File: config.mk
export PLATFORM = sky130hd
export DESIGN_NAME = swid_global_ctrl
export DESIGN_NICKNAME = d
export VERILOG_FILES = /design/src/rtl/swid_pkg.sv /design/src/rtl/swid_spi_slave.sv /design/src/rtl/swid_age_timer.sv /design/src/rtl/swid_global_ctrl.sv
export VERILOG_INCLUDE_DIRS = /design/src /design/src/rtl
export SDC_FILE = /design/constraint.sdc
export NUM_CORES = 1
export LEC_CHECK = 0
export BUFFER_PORTS_ARGS = -buffer_cell sky130_fd_sc_hd__buf_2
export CORE_MARGIN = 10
export CORE_UTILIZATION = 53
export CTS_CLUSTER_DIAMETER = 30
export DETAILED_ROUTE_END_ITERATION = 8
export GPL_ROUTABILITY_DRIVEN = 0
export PLACE_DENSITY = 0.82
export REMOVE_ABC_BUFFERS = 1
export SYNTH_ARGS = -nofsm -noshare
export SYNTH_HDL_FRONTEND = slang
export SYNTH_SLANG_ARGS = --single-unit
File: constraint.sdc
create_clock -name CLK_SYS_I -period 2.72 [get_ports CLK_SYS_I]
set_input_delay 0.408 -clock CLK_SYS_I [delete_from_list [all_inputs] [get_ports CLK_SYS_I]]
set_output_delay 0.408 -clock CLK_SYS_I [all_outputs]
set_load 0.01 [all_outputs]
File: src/rtl/swid_consts.svh
`ifndef SWID_CONSTS_SVH
`define SWID_CONSTS_SVH
// register offsets in the linear space
`define SWID_ADR_FAMILY 8'h00
`define SWID_ADR_CHIP 8'h01
`define SWID_ADR_GC0 8'h02
// field positions
`define SWID_RUN_BIT 0
`define SWID_BACKOFF_BIT 7
`define SWID_SOFT_BIT 6
`define SWID_FLDYN_BIT 5
`define SWID_FLSTA_BIT 4
`define SWID_PAUSE_BIT 1
`define SWID_LNKAGE_BIT 0
// reset values
`define SWID_RUN_RST 1'b1
`define SWID_GC0_RSVD 2'h3
// serial command bytes
`define SWID_CMD_WR 8'h02
`define SWID_CMD_RD 8'h03
// pause-type frame identifiers
`define SWID_PAUSE_TL 16'h8808
`define SWID_PAUSE_DA 48'h0180c2000001
// timing
`define SWID_CLK_MHZ 100
`define SWID_FAST_AGE_US 800
`define SWID_NORM_AGE_S 300
`define SWID_MS_US 1000
`endif

File: src/rtl/swid_pkg.sv
package swid_pkg;
  // serial frame phases
  typedef enum logic [3:0] {
    SP_IDLE = 4'b0001,
    SP_CMD = 4'b0010,
    SP_ADR = 4'b0100,
    SP_DAT = 4'b1000
  } swid_spi_st_t;
endpackage

File: src/rtl/swid_spi_slave.sv
`timescale 1ns/1ps
`include "swid_consts.svh"
module swid_spi_slave (
  // clock and reset
  input wire logic clk_i,
  input wire logic reset_i,
  // serial pins
  input wire logic scs_n_i,
  input wire logic sclk_i,
  input wire logic mosi_i,
  output logic miso_o,
  output logic miso_oe_o,
  // register access
  output logic [7:0] adr_o,
  output logic [7:0] wdat_o,
  output logic wr_o,
  output logic rd_o,
  input wire logic [7:0] rdat_i
);
  logic [2:0] cs_s_r;
  logic [2:0] ck_s_r;
  logic [1:0] mo_s_r;
  logic active;
  logic rise;
  logic fall;
  logic [2:0] cnt_r;
  logic [7:0] sh_r;
  logic [7:0] byte_nxt;
  logic wr_mode_r;
  logic [7:0] tx_r;
  swid_pkg::swid_spi_st_t st_r;

  // two-stage synchronisers, third stage only for edge detect
  always_ff @(posedge clk_i) begin
    cs_s_r <= {cs_s_r[1:0], scs_n_i};
    ck_s_r <= {ck_s_r[1:0], sclk_i};
    mo_s_r <= {mo_s_r[0], mosi_i};
  end

  assign active = ~cs_s_r[1];
  assign rise = ck_s_r[1] & ~ck_s_r[2];
  assign fall = ~ck_s_r[1] & ck_s_r[2];
  assign byte_nxt = {sh_r[6:0], mo_s_r[1]};

  // bit counter and receive shifter
  always_ff @(posedge clk_i) begin
    if (reset_i || !active) begin
      cnt_r <= 3'h0;
      sh_r <= 8'h00;
    end else if (rise) begin
      cnt_r <= cnt_r + 3'h1;
      sh_r <= byte_nxt;
    end
  end

  // frame phase, address and strobes
  always_ff @(posedge clk_i) begin
    wr_o <= 1'b0;
    rd_o <= 1'b0;
    if (reset_i) begin
      st_r <= swid_pkg::SP_CMD;
      wr_mode_r <= 1'b0;
      adr_o <= 8'h00;
      wdat_o <= 8'h00;
    end else if (!active) begin
      st_r <= swid_pkg::SP_CMD;
    end else begin
      if (wr_o) begin
        adr_o <= adr_o + 8'h01; // burst writes walk upward
      end
      if (rise && cnt_r == 3'h7) begin
        unique case (st_r)
          swid_pkg::SP_CMD: begin
            wr_mode_r <= byte_nxt == `SWID_CMD_WR;
            if (byte_nxt == `SWID_CMD_WR || byte_nxt == `SWID_CMD_RD) begin
              st_r <= swid_pkg::SP_ADR;
            end else begin
              st_r <= swid_pkg::SP_IDLE; // unknown command: rest ignored
            end
          end
          swid_pkg::SP_ADR: begin
            adr_o <= byte_nxt;
            st_r <= swid_pkg::SP_DAT;
            rd_o <= ~wr_mode_r;
          end
          swid_pkg::SP_DAT: begin
            if (wr_mode_r) begin
              wr_o <= 1'b1;
              wdat_o <= byte_nxt;
            end else begin
              adr_o <= adr_o + 8'h01;
              rd_o <= 1'b1; // prefetch next byte of the burst
            end
          end
          swid_pkg::SP_IDLE: st_r <= swid_pkg::SP_IDLE;
        endcase
      end
    end
  end

  // transmit shifter, new byte is presented before its first rise
  always_ff @(posedge clk_i) begin
    if (reset_i) begin
      tx_r <= 8'h00;
    end else if (rd_o) begin
      tx_r <= rdat_i;
    end else if (fall && active && cnt_r != 3'h0) begin
      tx_r <= {tx_r[6:0], 1'b0};
    end
  end

  // drive the data pin only during the read data phase
  always_ff @(posedge clk_i) begin
    if (reset_i) begin
      miso_oe_o <= 1'b0;
    end else begin
      miso_oe_o <= active && !wr_mode_r && st_r == swid_pkg::SP_DAT;
    end
  end
  assign miso_o = tx_r[7];
endmodule

File: src/rtl/swid_age_timer.sv
`timescale 1ns/1ps
module swid_age_timer #(
  parameter int MS_CYC = 100000,
  parameter int AGE_MS = 300000,
  parameter int FAST_CYC = 79999
) (
  // clock and core reset
  input wire logic clk_i,
  input wire logic rst_i,
  // control and link state
  input wire logic fast_en_i,
  input wire logic [4:0] link_up_i,
  // aging events
  output logic age_tick_o,
  output logic age_all_o,
  output logic fast_busy_o
);
  localparam int MW = $clog2(MS_CYC);
  localparam int AW = $clog2(AGE_MS);
  localparam int FW = $clog2(FAST_CYC);
  logic [4:0] link_q_r;
  logic [MW-1:0] ms_cnt_r;
  logic [AW-1:0] age_cnt_r;
  logic [FW-1:0] fcnt_r;
  logic ms_tick;
  logic link_drop;

  assign ms_tick = ms_cnt_r == MW'(MS_CYC - 1);
  assign link_drop = |(link_q_r & ~link_up_i);

  // link history, cleared so release never looks like a drop
  always_ff @(posedge clk_i) begin
    if (rst_i) begin
      link_q_r <= 5'h00;
    end else begin
      link_q_r <= link_up_i;
    end
  end

  // millisecond prescaler keeps the long count narrow
  always_ff @(posedge clk_i) begin
    if (rst_i || ms_tick) begin
      ms_cnt_r <= '0;
    end else begin
      ms_cnt_r <= ms_cnt_r + MW'(1);
    end
  end

  // normal age period, restarted after a fast cycle
  always_ff @(posedge clk_i) begin
    age_tick_o <= 1'b0;
    if (rst_i || age_all_o) begin
      age_cnt_r <= '0;
    end else if (ms_tick) begin
      if (age_cnt_r == AW'(AGE_MS - 1)) begin
        age_cnt_r <= '0;
        age_tick_o <= 1'b1;
      end else begin
        age_cnt_r <= age_cnt_r + AW'(1);
      end
    end
  end

  // one accelerated age cycle per link loss
  always_ff @(posedge clk_i) begin
    age_all_o <= 1'b0;
    if (rst_i) begin
      fast_busy_o <= 1'b0;
      fcnt_r <= '0;
    end else if (fast_busy_o) begin
      if (fcnt_r == FW'(FAST_CYC - 1)) begin
        fast_busy_o <= 1'b0;
        age_all_o <= 1'b1;
      end else begin
        fcnt_r <= fcnt_r + FW'(1);
      end
    end else if (link_drop && fast_en_i) begin
      fast_busy_o <= 1'b1;
      fcnt_r <= '0;
    end
  end
endmodule

File: src/rtl/swid_global_ctrl.sv
`timescale 1ns/1ps
`include "swid_consts.svh"
// Operation
// - identification fields are read-only constants
// - run bit resets to one, zero halts
// - bit seven selects alternative back-off
// - soft reset holds engines, keeps configuration
// - soft reset stops reception, registers retained; the code clears both flush trigger bits
// - writing one starts dynamic flush, self-clearing
// - dynamic flush hits learning-disabled ports only
// - writing one starts static flush, self-clearing
// - static match: unicast, one learning-off port
// - policy one drops 8808 or pause address
// - policy zero drops flow-control frames only
// - link loss triggers one fast age cycle
// - fast cycle ages out every learned address
// - reserved bits read one, host leaves them
// - whole linear space reachable over serial port
module swid_global_ctrl #(
  parameter logic [7:0] FAMILY_CODE = 8'h5a, // arbitrary value
  parameter logic [3:0] CHIP_CODE = 4'h3, // arbitrary value
  parameter logic [2:0] REV_CODE = 3'h1, // arbitrary value
  parameter int MS_CYC = `SWID_MS_US * `SWID_CLK_MHZ,
  parameter int AGE_MS = `SWID_NORM_AGE_S * 1000,
  parameter int FAST_CYC = `SWID_FAST_AGE_US * `SWID_CLK_MHZ - 1
) (
  // clock and reset
  input wire logic CLK_SYS_I,
  input wire logic RESET_I,
  // serial management pins
  input wire logic SPI_CS_N_I,
  input wire logic SPI_SCLK_I,
  input wire logic SPI_MOSI_I,
  output logic SPI_MISO_O,
  output logic SPI_MISO_OE_O,
  // core control
  output logic SWITCH_RUN_O,
  output logic BACKOFF_ALT_O,
  output logic CORE_RST_O,
  input wire logic [4:0] LEARN_DIS_I,
  input wire logic [4:0] LINK_UP_I,
  // flush handshakes
  output logic FLUSH_DYN_REQ_O,
  input wire logic FLUSH_DYN_DONE_I,
  output logic FLUSH_STA_REQ_O,
  input wire logic FLUSH_STA_DONE_I,
  // dynamic entry check
  input wire logic DYN_VALID_I,
  input wire logic [2:0] DYN_PORT_I,
  output logic DYN_MATCH_O,
  // static entry check
  input wire logic STA_VALID_I,
  input wire logic [47:0] STA_DA_I,
  input wire logic [4:0] STA_PORTS_I,
  output logic STA_MATCH_O,
  // frame drop check
  input wire logic FRM_VALID_I,
  input wire logic [15:0] FRM_TYPE_I,
  input wire logic [47:0] FRM_DA_I,
  input wire logic FRM_FC_I,
  output logic FRM_DROP_O,
  output logic FRM_DROP_VLD_O,
  // aging events
  output logic AGE_TICK_O,
  output logic AGE_ALL_O,
  output logic FAST_AGE_O
);
  logic [7:0] adr;
  logic [7:0] wdat;
  logic wr;
  logic rd;
  logic [7:0] rdat;
  logic wr_chip;
  logic wr_gc0;
  logic core_rst;
  logic run_r;
  logic backoff_r;
  logic soft_r;
  logic fdyn_r;
  logic fsta_r;
  logic pause_r;
  logic lnkage_r;

  // learning-off test for a port index
  function automatic logic learn_off(input logic [2:0] port,
                                     input logic [4:0] dis);
    learn_off = port < 3'h5 && dis[port];
  endfunction

  // exactly one bit set in a port set
  function automatic logic one_port(input logic [4:0] ports);
    one_port = ports != 5'h00 && (ports & (ports - 5'h01)) == 5'h00;
  endfunction

  // pause-type frame by type field or reserved address
  function automatic logic is_pause(input logic [15:0] tl,
                                    input logic [47:0] da);
    is_pause = tl == `SWID_PAUSE_TL || da == `SWID_PAUSE_DA;
  endfunction

  swid_spi_slave u_spi (
    .clk_i(CLK_SYS_I),
    .reset_i(RESET_I),
    .scs_n_i(SPI_CS_N_I),
    .sclk_i(SPI_SCLK_I),
    .mosi_i(SPI_MOSI_I),
    .miso_o(SPI_MISO_O),
    .miso_oe_o(SPI_MISO_OE_O),
    .adr_o(adr),
    .wdat_o(wdat),
    .wr_o(wr),
    .rd_o(rd),
    .rdat_i(rdat)
  );

  // write decode; other offsets belong to other banks
  assign wr_chip = wr && adr == `SWID_ADR_CHIP;
  assign wr_gc0 = wr && adr == `SWID_ADR_GC0;
  // engines see reset while the soft reset bit stands
  assign core_rst = RESET_I || soft_r;

  // read mux over the whole linear space
  always_comb begin
    unique case (adr)
      `SWID_ADR_FAMILY: rdat = FAMILY_CODE;
      `SWID_ADR_CHIP: rdat = {CHIP_CODE, REV_CODE, run_r};
      `SWID_ADR_GC0: rdat = {backoff_r, soft_r, fdyn_r, fsta_r,
                             `SWID_GC0_RSVD, pause_r, lnkage_r};
      default: rdat = 8'h00;
    endcase
  end

  // run bit; identification fields ignore writes
  always_ff @(posedge CLK_SYS_I) begin
    if (RESET_I) begin
      run_r <= `SWID_RUN_RST;
    end else if (wr_chip) begin
      run_r <= wdat[`SWID_RUN_BIT];
    end
  end

  // configuration bits, untouched by soft reset
  always_ff @(posedge CLK_SYS_I) begin
    if (RESET_I) begin
      backoff_r <= 1'b0;
      soft_r <= 1'b0;
      pause_r <= 1'b0;
      lnkage_r <= 1'b0;
    end else if (wr_gc0) begin
      backoff_r <= wdat[`SWID_BACKOFF_BIT];
      soft_r <= wdat[`SWID_SOFT_BIT];
      pause_r <= wdat[`SWID_PAUSE_BIT];
      lnkage_r <= wdat[`SWID_LNKAGE_BIT];
    end
  end

  // dynamic flush trigger: a written one beats the done pulse
  always_ff @(posedge CLK_SYS_I) begin
    if (RESET_I) begin
      fdyn_r <= 1'b0;
    end else if (wr_gc0 && wdat[`SWID_FLDYN_BIT]) begin
      fdyn_r <= 1'b1;
    end else if (FLUSH_DYN_DONE_I || soft_r) begin
      fdyn_r <= 1'b0;
    end
  end

  // static flush trigger, same discipline
  always_ff @(posedge CLK_SYS_I) begin
    if (RESET_I) begin
      fsta_r <= 1'b0;
    end else if (wr_gc0 && wdat[`SWID_FLSTA_BIT]) begin
      fsta_r <= 1'b1;
    end else if (FLUSH_STA_DONE_I || soft_r) begin
      fsta_r <= 1'b0;
    end
  end

  // control outputs from flops; run is gated by soft reset
  always_ff @(posedge CLK_SYS_I) begin
    if (RESET_I) begin
      SWITCH_RUN_O <= 1'b0;
      BACKOFF_ALT_O <= 1'b0;
      CORE_RST_O <= 1'b1;
    end else begin
      SWITCH_RUN_O <= run_r && !soft_r;
      BACKOFF_ALT_O <= backoff_r;
      CORE_RST_O <= core_rst;
    end
  end
  assign FLUSH_DYN_REQ_O = fdyn_r;
  assign FLUSH_STA_REQ_O = fsta_r;

  // entry checks only answer while their flush runs
  always_ff @(posedge CLK_SYS_I) begin
    if (core_rst) begin
      DYN_MATCH_O <= 1'b0;
      STA_MATCH_O <= 1'b0;
    end else begin
      DYN_MATCH_O <= fdyn_r && DYN_VALID_I
                     && learn_off(DYN_PORT_I, LEARN_DIS_I);
      STA_MATCH_O <= fsta_r && STA_VALID_I && !STA_DA_I[40]
                     && one_port(STA_PORTS_I)
                     && (STA_PORTS_I & LEARN_DIS_I) != 5'h00;
    end
  end

  // drop verdict, one cycle after the frame header
  always_ff @(posedge CLK_SYS_I) begin
    if (core_rst) begin
      FRM_DROP_O <= 1'b0;
      FRM_DROP_VLD_O <= 1'b0;
    end else begin
      FRM_DROP_VLD_O <= FRM_VALID_I;
      if (pause_r) begin
        FRM_DROP_O <= FRM_VALID_I
                      && is_pause(FRM_TYPE_I, FRM_DA_I);
      end else begin
        FRM_DROP_O <= FRM_VALID_I && FRM_FC_I;
      end
    end
  end

  // aging runs on the core reset so soft reset stops it
  swid_age_timer #(
    .MS_CYC(MS_CYC),
    .AGE_MS(AGE_MS),
    .FAST_CYC(FAST_CYC)
  ) u_age (
    .clk_i(CLK_SYS_I),
    .rst_i(core_rst),
    .fast_en_i(lnkage_r),
    .link_up_i(LINK_UP_I),
    .age_tick_o(AGE_TICK_O),
    .age_all_o(AGE_ALL_O),
    .fast_busy_o(FAST_AGE_O)
  );
endmodule

Word-level counts from Yosys, hierarchy flattened
Cells that the tools add are included.
{"block": "op_classes", "addsub": 6, "order_cmp": 2, "n_eq_ne": 15, "mux": 28, "n_bitwise": 14, "reduce_logical": 52}
{"cell": "$mux W17", "n": 3}
{"cell": "$eq A48 B41 Y1 const B", "n": 1}
{"cell": "$mux W8", "n": 5}
{"cell": "$add A17 B1 Y17 const B", "n": 2}
{"cell": "$eq A17 B17 Y1 const B", "n": 2}
{"cell": "$eq A8 B2 Y1 const B", "n": 3}
{"cell": "$pmux W8 S3", "n": 1}
{"cell": "$logic_and A1 B1 Y1", "n": 21}
{"cell": "$add A19 B1 Y19 const B", "n": 1}
{"cell": "$eq A19 B19 Y1 const B", "n": 1}
{"cell": "$mux W19", "n": 1}
{"cell": "$eq A16 B16 Y1 const B", "n": 1}
{"cell": "$pmux W8 S2", "n": 1}
{"cell": "$and A5 B5 Y5", "n": 3}
{"cell": "$mux W1", "n": 13}
{"cell": "$pmux W4 S3", "n": 1}
{"cell": "$reduce_bool A5 Y1", "n": 2}
{"cell": "$add A8 B1 Y8 const B", "n": 1}
{"cell": "$eq A8 B1 Y1 const B", "n": 1}
{"cell": "$logic_not A8 Y1", "n": 1}
{"cell": "$logic_or A1 B1 Y1", "n": 8}
{"cell": "$not A1 Y1", "n": 8}
{"cell": "$reduce_bool A2 Y1", "n": 4}
{"cell": "$reduce_bool A3 Y1", "n": 2}
{"cell": "24 further kinds", "n": 30}
{"block": "totals", "reg_bits": 124, "in_bits": 141, "out_inout_bits": 14, "wordCells": 151}

Depth between registers and ports, before layout
Gate-level depths: netlist of run 1.
{"block": "logic_depth", "depth_word": 6, "depth_mapped": 9}

Hierarchy
From an unflattened synthesis of run 1, not the netlist that was laid out.
{"block": "hier_totals", "cells_unflattened": 696, "hier_area_um2": 5998.3}
{"mod": "swid_age_timer", "n_inst": 1, "cells_per_inst": 315, "area_per_inst_um2": 2775.2, "seq_area_each_um2": 1221.2}
{"mod": "swid_spi_slave", "n_inst": 1, "cells_per_inst": 282, "area_per_inst_um2": 2357.3, "seq_area_each_um2": 980.9}
{"mod": "swid_global_ctrl", "n_inst": 1, "cells_per_inst": 99, "area_per_inst_um2": 865.8, "seq_area_each_um2": 280.3}

Worst setup path before layout of run 1
Ideal clock, no wire load.
{"block": "synth_timing", "kind": "reg2reg", "startpoint": "register u_spi.cnt_r[0]", "endpoint": "register u_spi.adr_o[4]", "setup_ns": 0.116, "arrival_time_ns": 1.895, "required_time_ns": 2.604, "path_slack_ns": 0.709, "path_stages_with_launch": 9, "path_cell_list": "dfxtp_1 ha_1 ha_1 nand3b_4 or4_1 clkbuf_1 a221oi_1 o21ai_0 and3b_1"}
{"block": "synth_between", "elab_chain_len": 3}
{"element": "start, declared", "line": "swid_spi_slave.sv:26", "text": "logic [2:0] cnt_r;"}
{"element": "start signal, assigned", "line": "swid_spi_slave.sv:51", "text": "cnt_r <= cnt_r + 3'h1;"}
{"element": "$eq A3 B3 Y1", "line": "swid_spi_slave.sv:71", "text": "if (rise && cnt_r == 3'h7) begin"}
{"element": "$logic_and A1 B1 Y1", "line": "swid_spi_slave.sv:71"}
{"element": "$mux W8", "line": "swid_spi_slave.sv:71"}
{"element": "end signal, assigned", "line": "swid_spi_slave.sv:69", "text": "adr_o <= adr_o + 8'h01;"}
{"element": "end signal, assigned", "line": "swid_spi_slave.sv:82", "text": "adr_o <= byte_nxt;"}
{"element": "end signal, assigned", "line": "swid_spi_slave.sv:91", "text": "adr_o <= adr_o + 8'h01;"}
{"element": "end, declared", "line": "swid_spi_slave.sv:14", "text": "output logic [7:0] adr_o,"}
Every way passes these cells.
A chain may end at the register's enable or synchronous reset.

Worst setup path in the final report of run 1
{"block": "layout_timing", "startpoint": "register u_spi.cnt_r[1]", "endpoint": "register u_spi.adr_o[2]"}
The elaborated chain is that of the path after synthesis.

==> reports/results.ini, run 1 <==
[yosys]
synth_edf_count = 0
synth_top_area_share_pct = 41.99
synth-main-ff-cell = dfxtp_1
synth_area_leaders = dfxtp_1, nor2_1, nand2_1
netlist_instances = 682
synth_cell_types = 73
synth_area_um2 = 5817
ys_seq_elements = 122
synth.most_common_cell = dfxtp_1
synth_area_leader_cell = dfxtp_1
seq_area_frac_synth_pct = 41.99
syn_area_per_cell_um2 = 8.529
synth_warnings = 0
async_reset_ff_share_pct = 0
synth_commonest_cells = dfxtp_1, nor2_1, nand2_1

[cells_and_area]
drive_gt1_share_pct = 20.20
syn_to_final_growth_pct = 20.97
multi_input_area_um2 = 3166
diodes = 0
area.sequential_um2 = 2442
fill_cells = 890
fin_nets = 942

[timing]
max-slew-margin-rel_pct = 54.17
finalClockSkew_ps = 6.969
hold_viol = 0
worst_pin_slew_ps = 686.0
setup_ws_ps = 431.6
setup_viol = 0
finalCritPeriodShare_pct = 84.13
fin_tns_setup_ps = 0
grt_setup_unrepaired = no
slew_viol_final = 0
max_freq_ghz = 0.4370
fin_crit_ps = 2288

[floorplanning]
ioPinCount = 155
placement_rows = 38
fp.dieW_um = 124.8
die_h_um = 124.8
start_util_pct = 53.90
core_um2 = 10790
dieArea_um2 = 15570

[worst_setup_path]
worstPathArrival_ps = 2680
startpoint_type = flop
reg2reg_slack_ps = 430
r2r-start = u_spi.cnt_r[1]$_SDFFE_PP0P_
cp_slowest_stage_delay_ps = 670
path_class = flop to flop
setup.worst_path.start = u_spi.cnt_r[1]$_SDFFE_PP0P_
slowest_stage = or4_1
endpoint_kind = flop
critPathMostFrequentCell = ha_1
cp.required_ps = 3110
cp_max_fo = 8
crit_chain = ha_1, ha_1, nand3b_4, or4_1, o311ai_0, a311oi_1

[grt]
grt_first_pass_wirelength_mm = 25.82
top_usage_layer = met2
grt_max_degree = 35
use_met3_pct = 5.787
antenna_found_initial = 0
use_met1_pct = 21.45
grt_pass1_vias = 5539
grt_usage_pct = 19.45
gr-usage-met2_pct = 34.12
gr-total-overflow = 0

[placed_design]
preCtsSetupSlack_ps = 459.6
portBuffers = 107
hpwlAfterDp_mm = 11.22

[drt]
routed_via_density = 5.846
first_pass_iters = 5
antenna_left = 0
routed_wl_mm = 15.32
dr_total_vias = 5507
routedWlPerCell_um = 16.27
drc = 0
drt-initial-drc-count = 515

[power]
p_leak_nw = 2.668
vdd_drop_max_v = 0.0006253
power.total_mw = 4.034
p_per_area_nw_per_um2 = 573.3

[cts]
clock-root-buffer = clkbuf_8
htree_num_levels = 4
cts.sinks = 122
cts_buffers = 17
cts_max_path_buffers = 2
clk_latency_ps = 520
cts_tree = done
cts_setup_buffers = 0
clk_pin_slew_ps = 60

[run]
drv_cap = 0

[min_path]
hp-class = input port to flop
min_from = LINK_UP_I[0]

[run_status]
status = finished clean

## cell type report
type / instances / area share, %
Multi-Input combinational cell: 507 / 44.99
Sequential cell: 122 / 34.71
Timing Repair Buffer: 118 / 8.890
Clock buffer: 24 / 6.686
Tap cell: 140 / 2.489
Inverter: 24 / 1.280
Clock inverter: 7 / 0.9602
## worst paths after layout
check / to / depth (start not counted)
setup / recovery: u_spi.adr_o[2]$_SDFFE_PP0N_ / 6
hold / removal: u_age.link_q_r[0]$_SDFF_PP0_ / 2
setup reg to reg: u_spi.adr_o[2]$_SDFFE_PP0N_ / 6
hold reg to reg: u_spi.ck_s_r[1]$_DFF_P_ / 0
## worst max-delay path, delay by kind of cell, from the launching register on
family          cells  cell delay (ps)
fa+ha+maj           2              380
simple gates        2              820
compound gates      2              580
flops               1              370
## cells in the final DEF, fill, tap and decap left out, types with 4 or more instances in the layout
cell type,count
clkbuf_16,16
a221oi_1,5
nand3_1,40
a311oi_1,4
a21o_1,4
o21ai_0,18
a21oi_1,44
o311ai_0,5
buf_2,107
or4_1,8
nor4b_1,14
nand4_1,25
nor4_1,11
clkbuf_8,4
or2_2,5
nor3_1,16
xnor2_1,13
a22oi_1,4
or3_1,14
mux2i_1,10
and4_1,6
xor2_1,22
buf_4,8
and3_1,15
clkbuf_1,4
nand2_1,66
nand2b_1,8
and2_1,9
nor4bb_1,4
inv_1,23
nor2b_1,5
nor2_1,71
dfxtp_1,122
ha_1,11
## through the flow
| step | utilization [%] | instance area [um2] | instances | hold slack (ps) |
|---|---|---|---|---|
| after floorplan | - | 5692 | 653 | 309.6 |
| after global placement | 59.94 | 6469 | 908 | 310.3 |
| after detailed placement | 59.94 | 6469 | 908 | 316.4 |
| after CTS | 65.20 | 7037 | 942 | 83.00 |
| after global routing | 65.20 | 7037 | 942 | 90.38 |
| final | 65.20 | 7037 | 942 | 103.3 |
## what timing repair did
| item | in CTS | in global routing |
|---|---|---|
| gates resized for setup | 0 | 0 |
| endpoints found under the setup margin | 0 | 0 |
| endpoints found under the hold margin | 3 | 0 |
| hold buffers | 3 | 0 |
## metal layers
layer / vias to the layer above / routed length (um)
met4: 0 / 313
met1: 2578 / 6279
met5: - / 0
met2: 195 / 7965
met3: 36 / 766
li1: 2698 / -
## registers in the layout, summed over array words and instances, names as in the netlist, 2 cells and up
| register | count |
|---|---|
| u_age.age_cnt_r | 19 |
| u_age.ms_cnt_r | 17 |
| u_spi.sh_r | 7 |
| u_spi.ck_s_r | 3 |
| u_spi.st_r | 4 |
| u_spi.cnt_r | 3 |
| u_spi.adr_o | 8 |
| u_spi.wdat_o | 6 |
| u_spi.cs_s_r | 2 |
| u_age.fcnt_r | 17 |
| u_spi.tx_r | 8 |
| u_age.link_q_r | 5 |
| u_spi.mo_s_r | 2 |
## cells by family after synthesis
logic type               after synthesis  share of synthesized area (%)
adder cells (fa/ha/maj)               11                          2.366
XOR/XNOR                              35                          5.270
AO/OA/AOI/OAI                        115                          13.29
buffers and inverters                 53                          3.700
flip-flops                           122                          41.99
multiplexers                          12                          2.302
AND/OR/NAND/NOR                      334                          31.08
## where the power goes
part / leakage (nW) / total [mW] / internal (mW) / switching (mW)
clock network: 0.257 / 2.04 / 1.27 / 0.767
registers: 0.989 / 1.82 / 1.81 / 0.0162
logic: 1.42 / 0.171 / 0.0847 / 0.0864
No activity file was read; power rests on OpenSTA's default activity.
==> run 2: changes to the inputs <==
==> constraint.sdc (replaced) <==
create_clock -name CLK_SYS_I -period 2.15 [get_ports CLK_SYS_I]
set_input_delay 0.3225 -clock CLK_SYS_I [delete_from_list [all_inputs] [get_ports CLK_SYS_I]]
set_output_delay 0.3225 -clock CLK_SYS_I [all_outputs]
set_load 0.01 [all_outputs]
==> reports/results.ini, run 2 (synthesis gave the netlist of run 1 again) <==
[placed_design]
portBuffers = 107  ; unchanged
place_area_um2 = 6566  ; +1.5%
dp_cells = 921  ; +1.4%
hpwlAfterDp_mm = 11.49  ; +2.4%

[cells_and_area]
multi_input_area_um2 = 3186  ; +0.63%
diodes = 0  ; unchanged
syn_to_final_growth_pct = 24.87
finalNonFillerCells = 958  ; +1.7%
top_register = u_age.age_cnt_r
fin_nets = 958  ; +1.7%
layout_common_cells = dfxtp_1, buf_2, nor2_1
drive_gt1_share_pct = 22.37  ; +2.2 points
fill_cells = 838  ; -5.8%
layout_commonest_cell = dfxtp_1
largest_register_ffs = 19  ; unchanged
design_area_um2 = 7263  ; +3.2%
area.sequential_um2 = 2442  ; unchanged
largestRegisters = u_age.age_cnt_r x19, u_age.fcnt_r x17, u_age.ms_cnt_r x17

[drt]
routed_wl_mm = 16.12  ; +5.2%
wl_met1_mm = 6.350  ; +1.1%
routed_via_density = 5.905  ; +1.0%
dr_total_vias = 5657  ; +2.7%
routedWlPerCell_um = 16.82  ; +3.4%
wl_met2_mm = 8.557  ; +7.4%
first_pass_iters = 5  ; unchanged
antenna_left = 0  ; unchanged
drc = 0  ; unchanged
drt-initial-drc-count = 565  ; +9.7%
routed.top_layer = met4
wl_met3_um = 891  ; +16%

[power]
p_per_area_nw_per_um2 = 755.7  ; +32%
power.total_mw = 5.489  ; +36%
vdd_drop_max_v = 0.0006954  ; +11%
p_leak_nw = 2.802  ; +5.0%

[cts]
cts_buffers = 17  ; unchanged
htree_num_levels = 4  ; unchanged
clock-root-buffer = clkbuf_8
clk_latency_ps = 520  ; about the same
cts_max_path_buffers = 2  ; unchanged
cts_tree = done
cts.sinks = 122  ; unchanged
clk_pin_slew_ps = 60  ; about the same

[timing]
fin_tns_setup_ps = 0  ; unchanged
max-slew-margin-rel_pct = 56.19  ; +2.0 points
fin_crit_ps = 2056  ; -232.0 ps
hold_viol = 0  ; unchanged
fin_hold_ws_ps = 22.24  ; -81.08 ps
grt_setup_unrepaired = yes
finalClockSkew_ps = 5.604  ; -1.364 ps
slew_viol_final = 0  ; unchanged
finalCritPeriodShare_pct = 95.65  ; +12 points
max_freq_ghz = 0.4863  ; +11%
setup_viol = 0  ; unchanged
worst_pin_slew_ps = 655.8  ; -30.16 ps

[worst_setup_path]
endpoint_kind = flop
cp_slowest_stage_delay_ps = 560  ; -110 ps
cp_max_fo = 6  ; -2
path_class = flop to flop
critPathMostFrequentCell = ha_1
worstPathArrival_ps = 2470  ; -210 ps
startpoint_type = flop
slowest_stage = or4_4
cp.required_ps = 2570  ; -540 ps
crit_chain = ha_1, ha_1, nand3b_4, or4_4, a221oi_1, o21ai_0, and3b_1

[run_status]
status = finished clean

[floorplanning]
core_um2 = 10790  ; unchanged
dieArea_um2 = 15570  ; unchanged
fp.dieW_um = 124.8  ; unchanged
die_h_um = 124.8  ; unchanged
ioPinCount = 155  ; unchanged
placement_rows = 38  ; unchanged
start_util_pct = 53.90  ; unchanged

[grt]
grt_pass1_vias = 5678  ; +2.5%
grt_usage_pct = 20.02  ; +0.58 points
antenna_found_initial = 0  ; unchanged
grt_first_pass_wirelength_mm = 26.53  ; +2.8%
gr-total-overflow = 0  ; unchanged
grt_max_degree = 34  ; -2.9%

[min_path]
hp-class = input port to flop

[run]
drv_cap = 0  ; unchanged

run 2: changes by cell type in the layout (fill, tap and decap cells not counted), moves of 2 or more:
cell        before  now
clkbuf_1         4    2
clkinvlp_4       3    0
buf_4            8   22
bufinv_16        1    4
run 2: power by group:
group          internal [mW]  switching (mW)
Combinational          0.111           0.113
Sequential              2.29          0.0175
Clock                   1.99           0.971
Total                   4.39            1.10
run 2: layout make-up:
type	count	share of cell area [%]
Tap cell	140	2.412
Multi-Input combinational cell	507	43.86
Inverter	24	1.240
Timing Repair Buffer	134	10.37
Clock inverter	8	1.929
Clock buffer	23	6.563
Sequential cell	122	33.63
run 2: what timing repair did:
item                                    in CTS  in global routing
endpoints found under the setup margin       1                  6
hold endpoints to repair                     3                  0
hold buffers                                 3                  0
buffers inserted                             0                  2
resized for setup                            1                  5
gates cloned                                 0                  1
run 2: critical path, delay by kind of cell (launching register included):
family,cells,cell delay [ps]
AO/OA/AOI/OAI,2,390
AND/OR/NAND/NOR,3,860
flip-flops,1,350
adder cells (fa/ha/maj),2,350
run 2: path summary, 6_finish.rpt:
| check | startpoint | to | slack, ps | cells past startpoint |
|---|---|---|---|---|
| max reg2reg | u_spi.cnt_r[0]$_SDFFE_PP0P_ | u_spi.adr_o[4]$_SDFFE_PP0N_ | 90 | 7 |
| min reg2reg | u_spi.cs_s_r[0]$_DFF_P_ | u_spi.cs_s_r[1]$_DFF_P_ | 320 | 0 |
| min | LINK_UP_I[1] | u_age.link_q_r[1]$_SDFF_PP0_ | 20 | 2 |
| max | u_spi.cnt_r[0]$_SDFFE_PP0P_ | u_spi.adr_o[4]$_SDFFE_PP0N_ | 90 | 7 |
run 2: metal layers:
metal | global-route usage (%) | vias up
li1 | - | 2732
met1 | 22.01 | 2670
met2 | 35.89 | 219
met3 | 5.064 | 36
met4 | 7.882 | 0
met5 | 0 | -
run 2: stage by stage:
stage,utilization (%),setup WS (ps)
5_1_grt,67.30,-25.08
6_report,67.30,93.58
3_3_place_gp,60.84,96.10
2_1_floorplan,-,-381.4
4_1_cts,66.87,68.29
3_5_place_dp,60.84,2.069
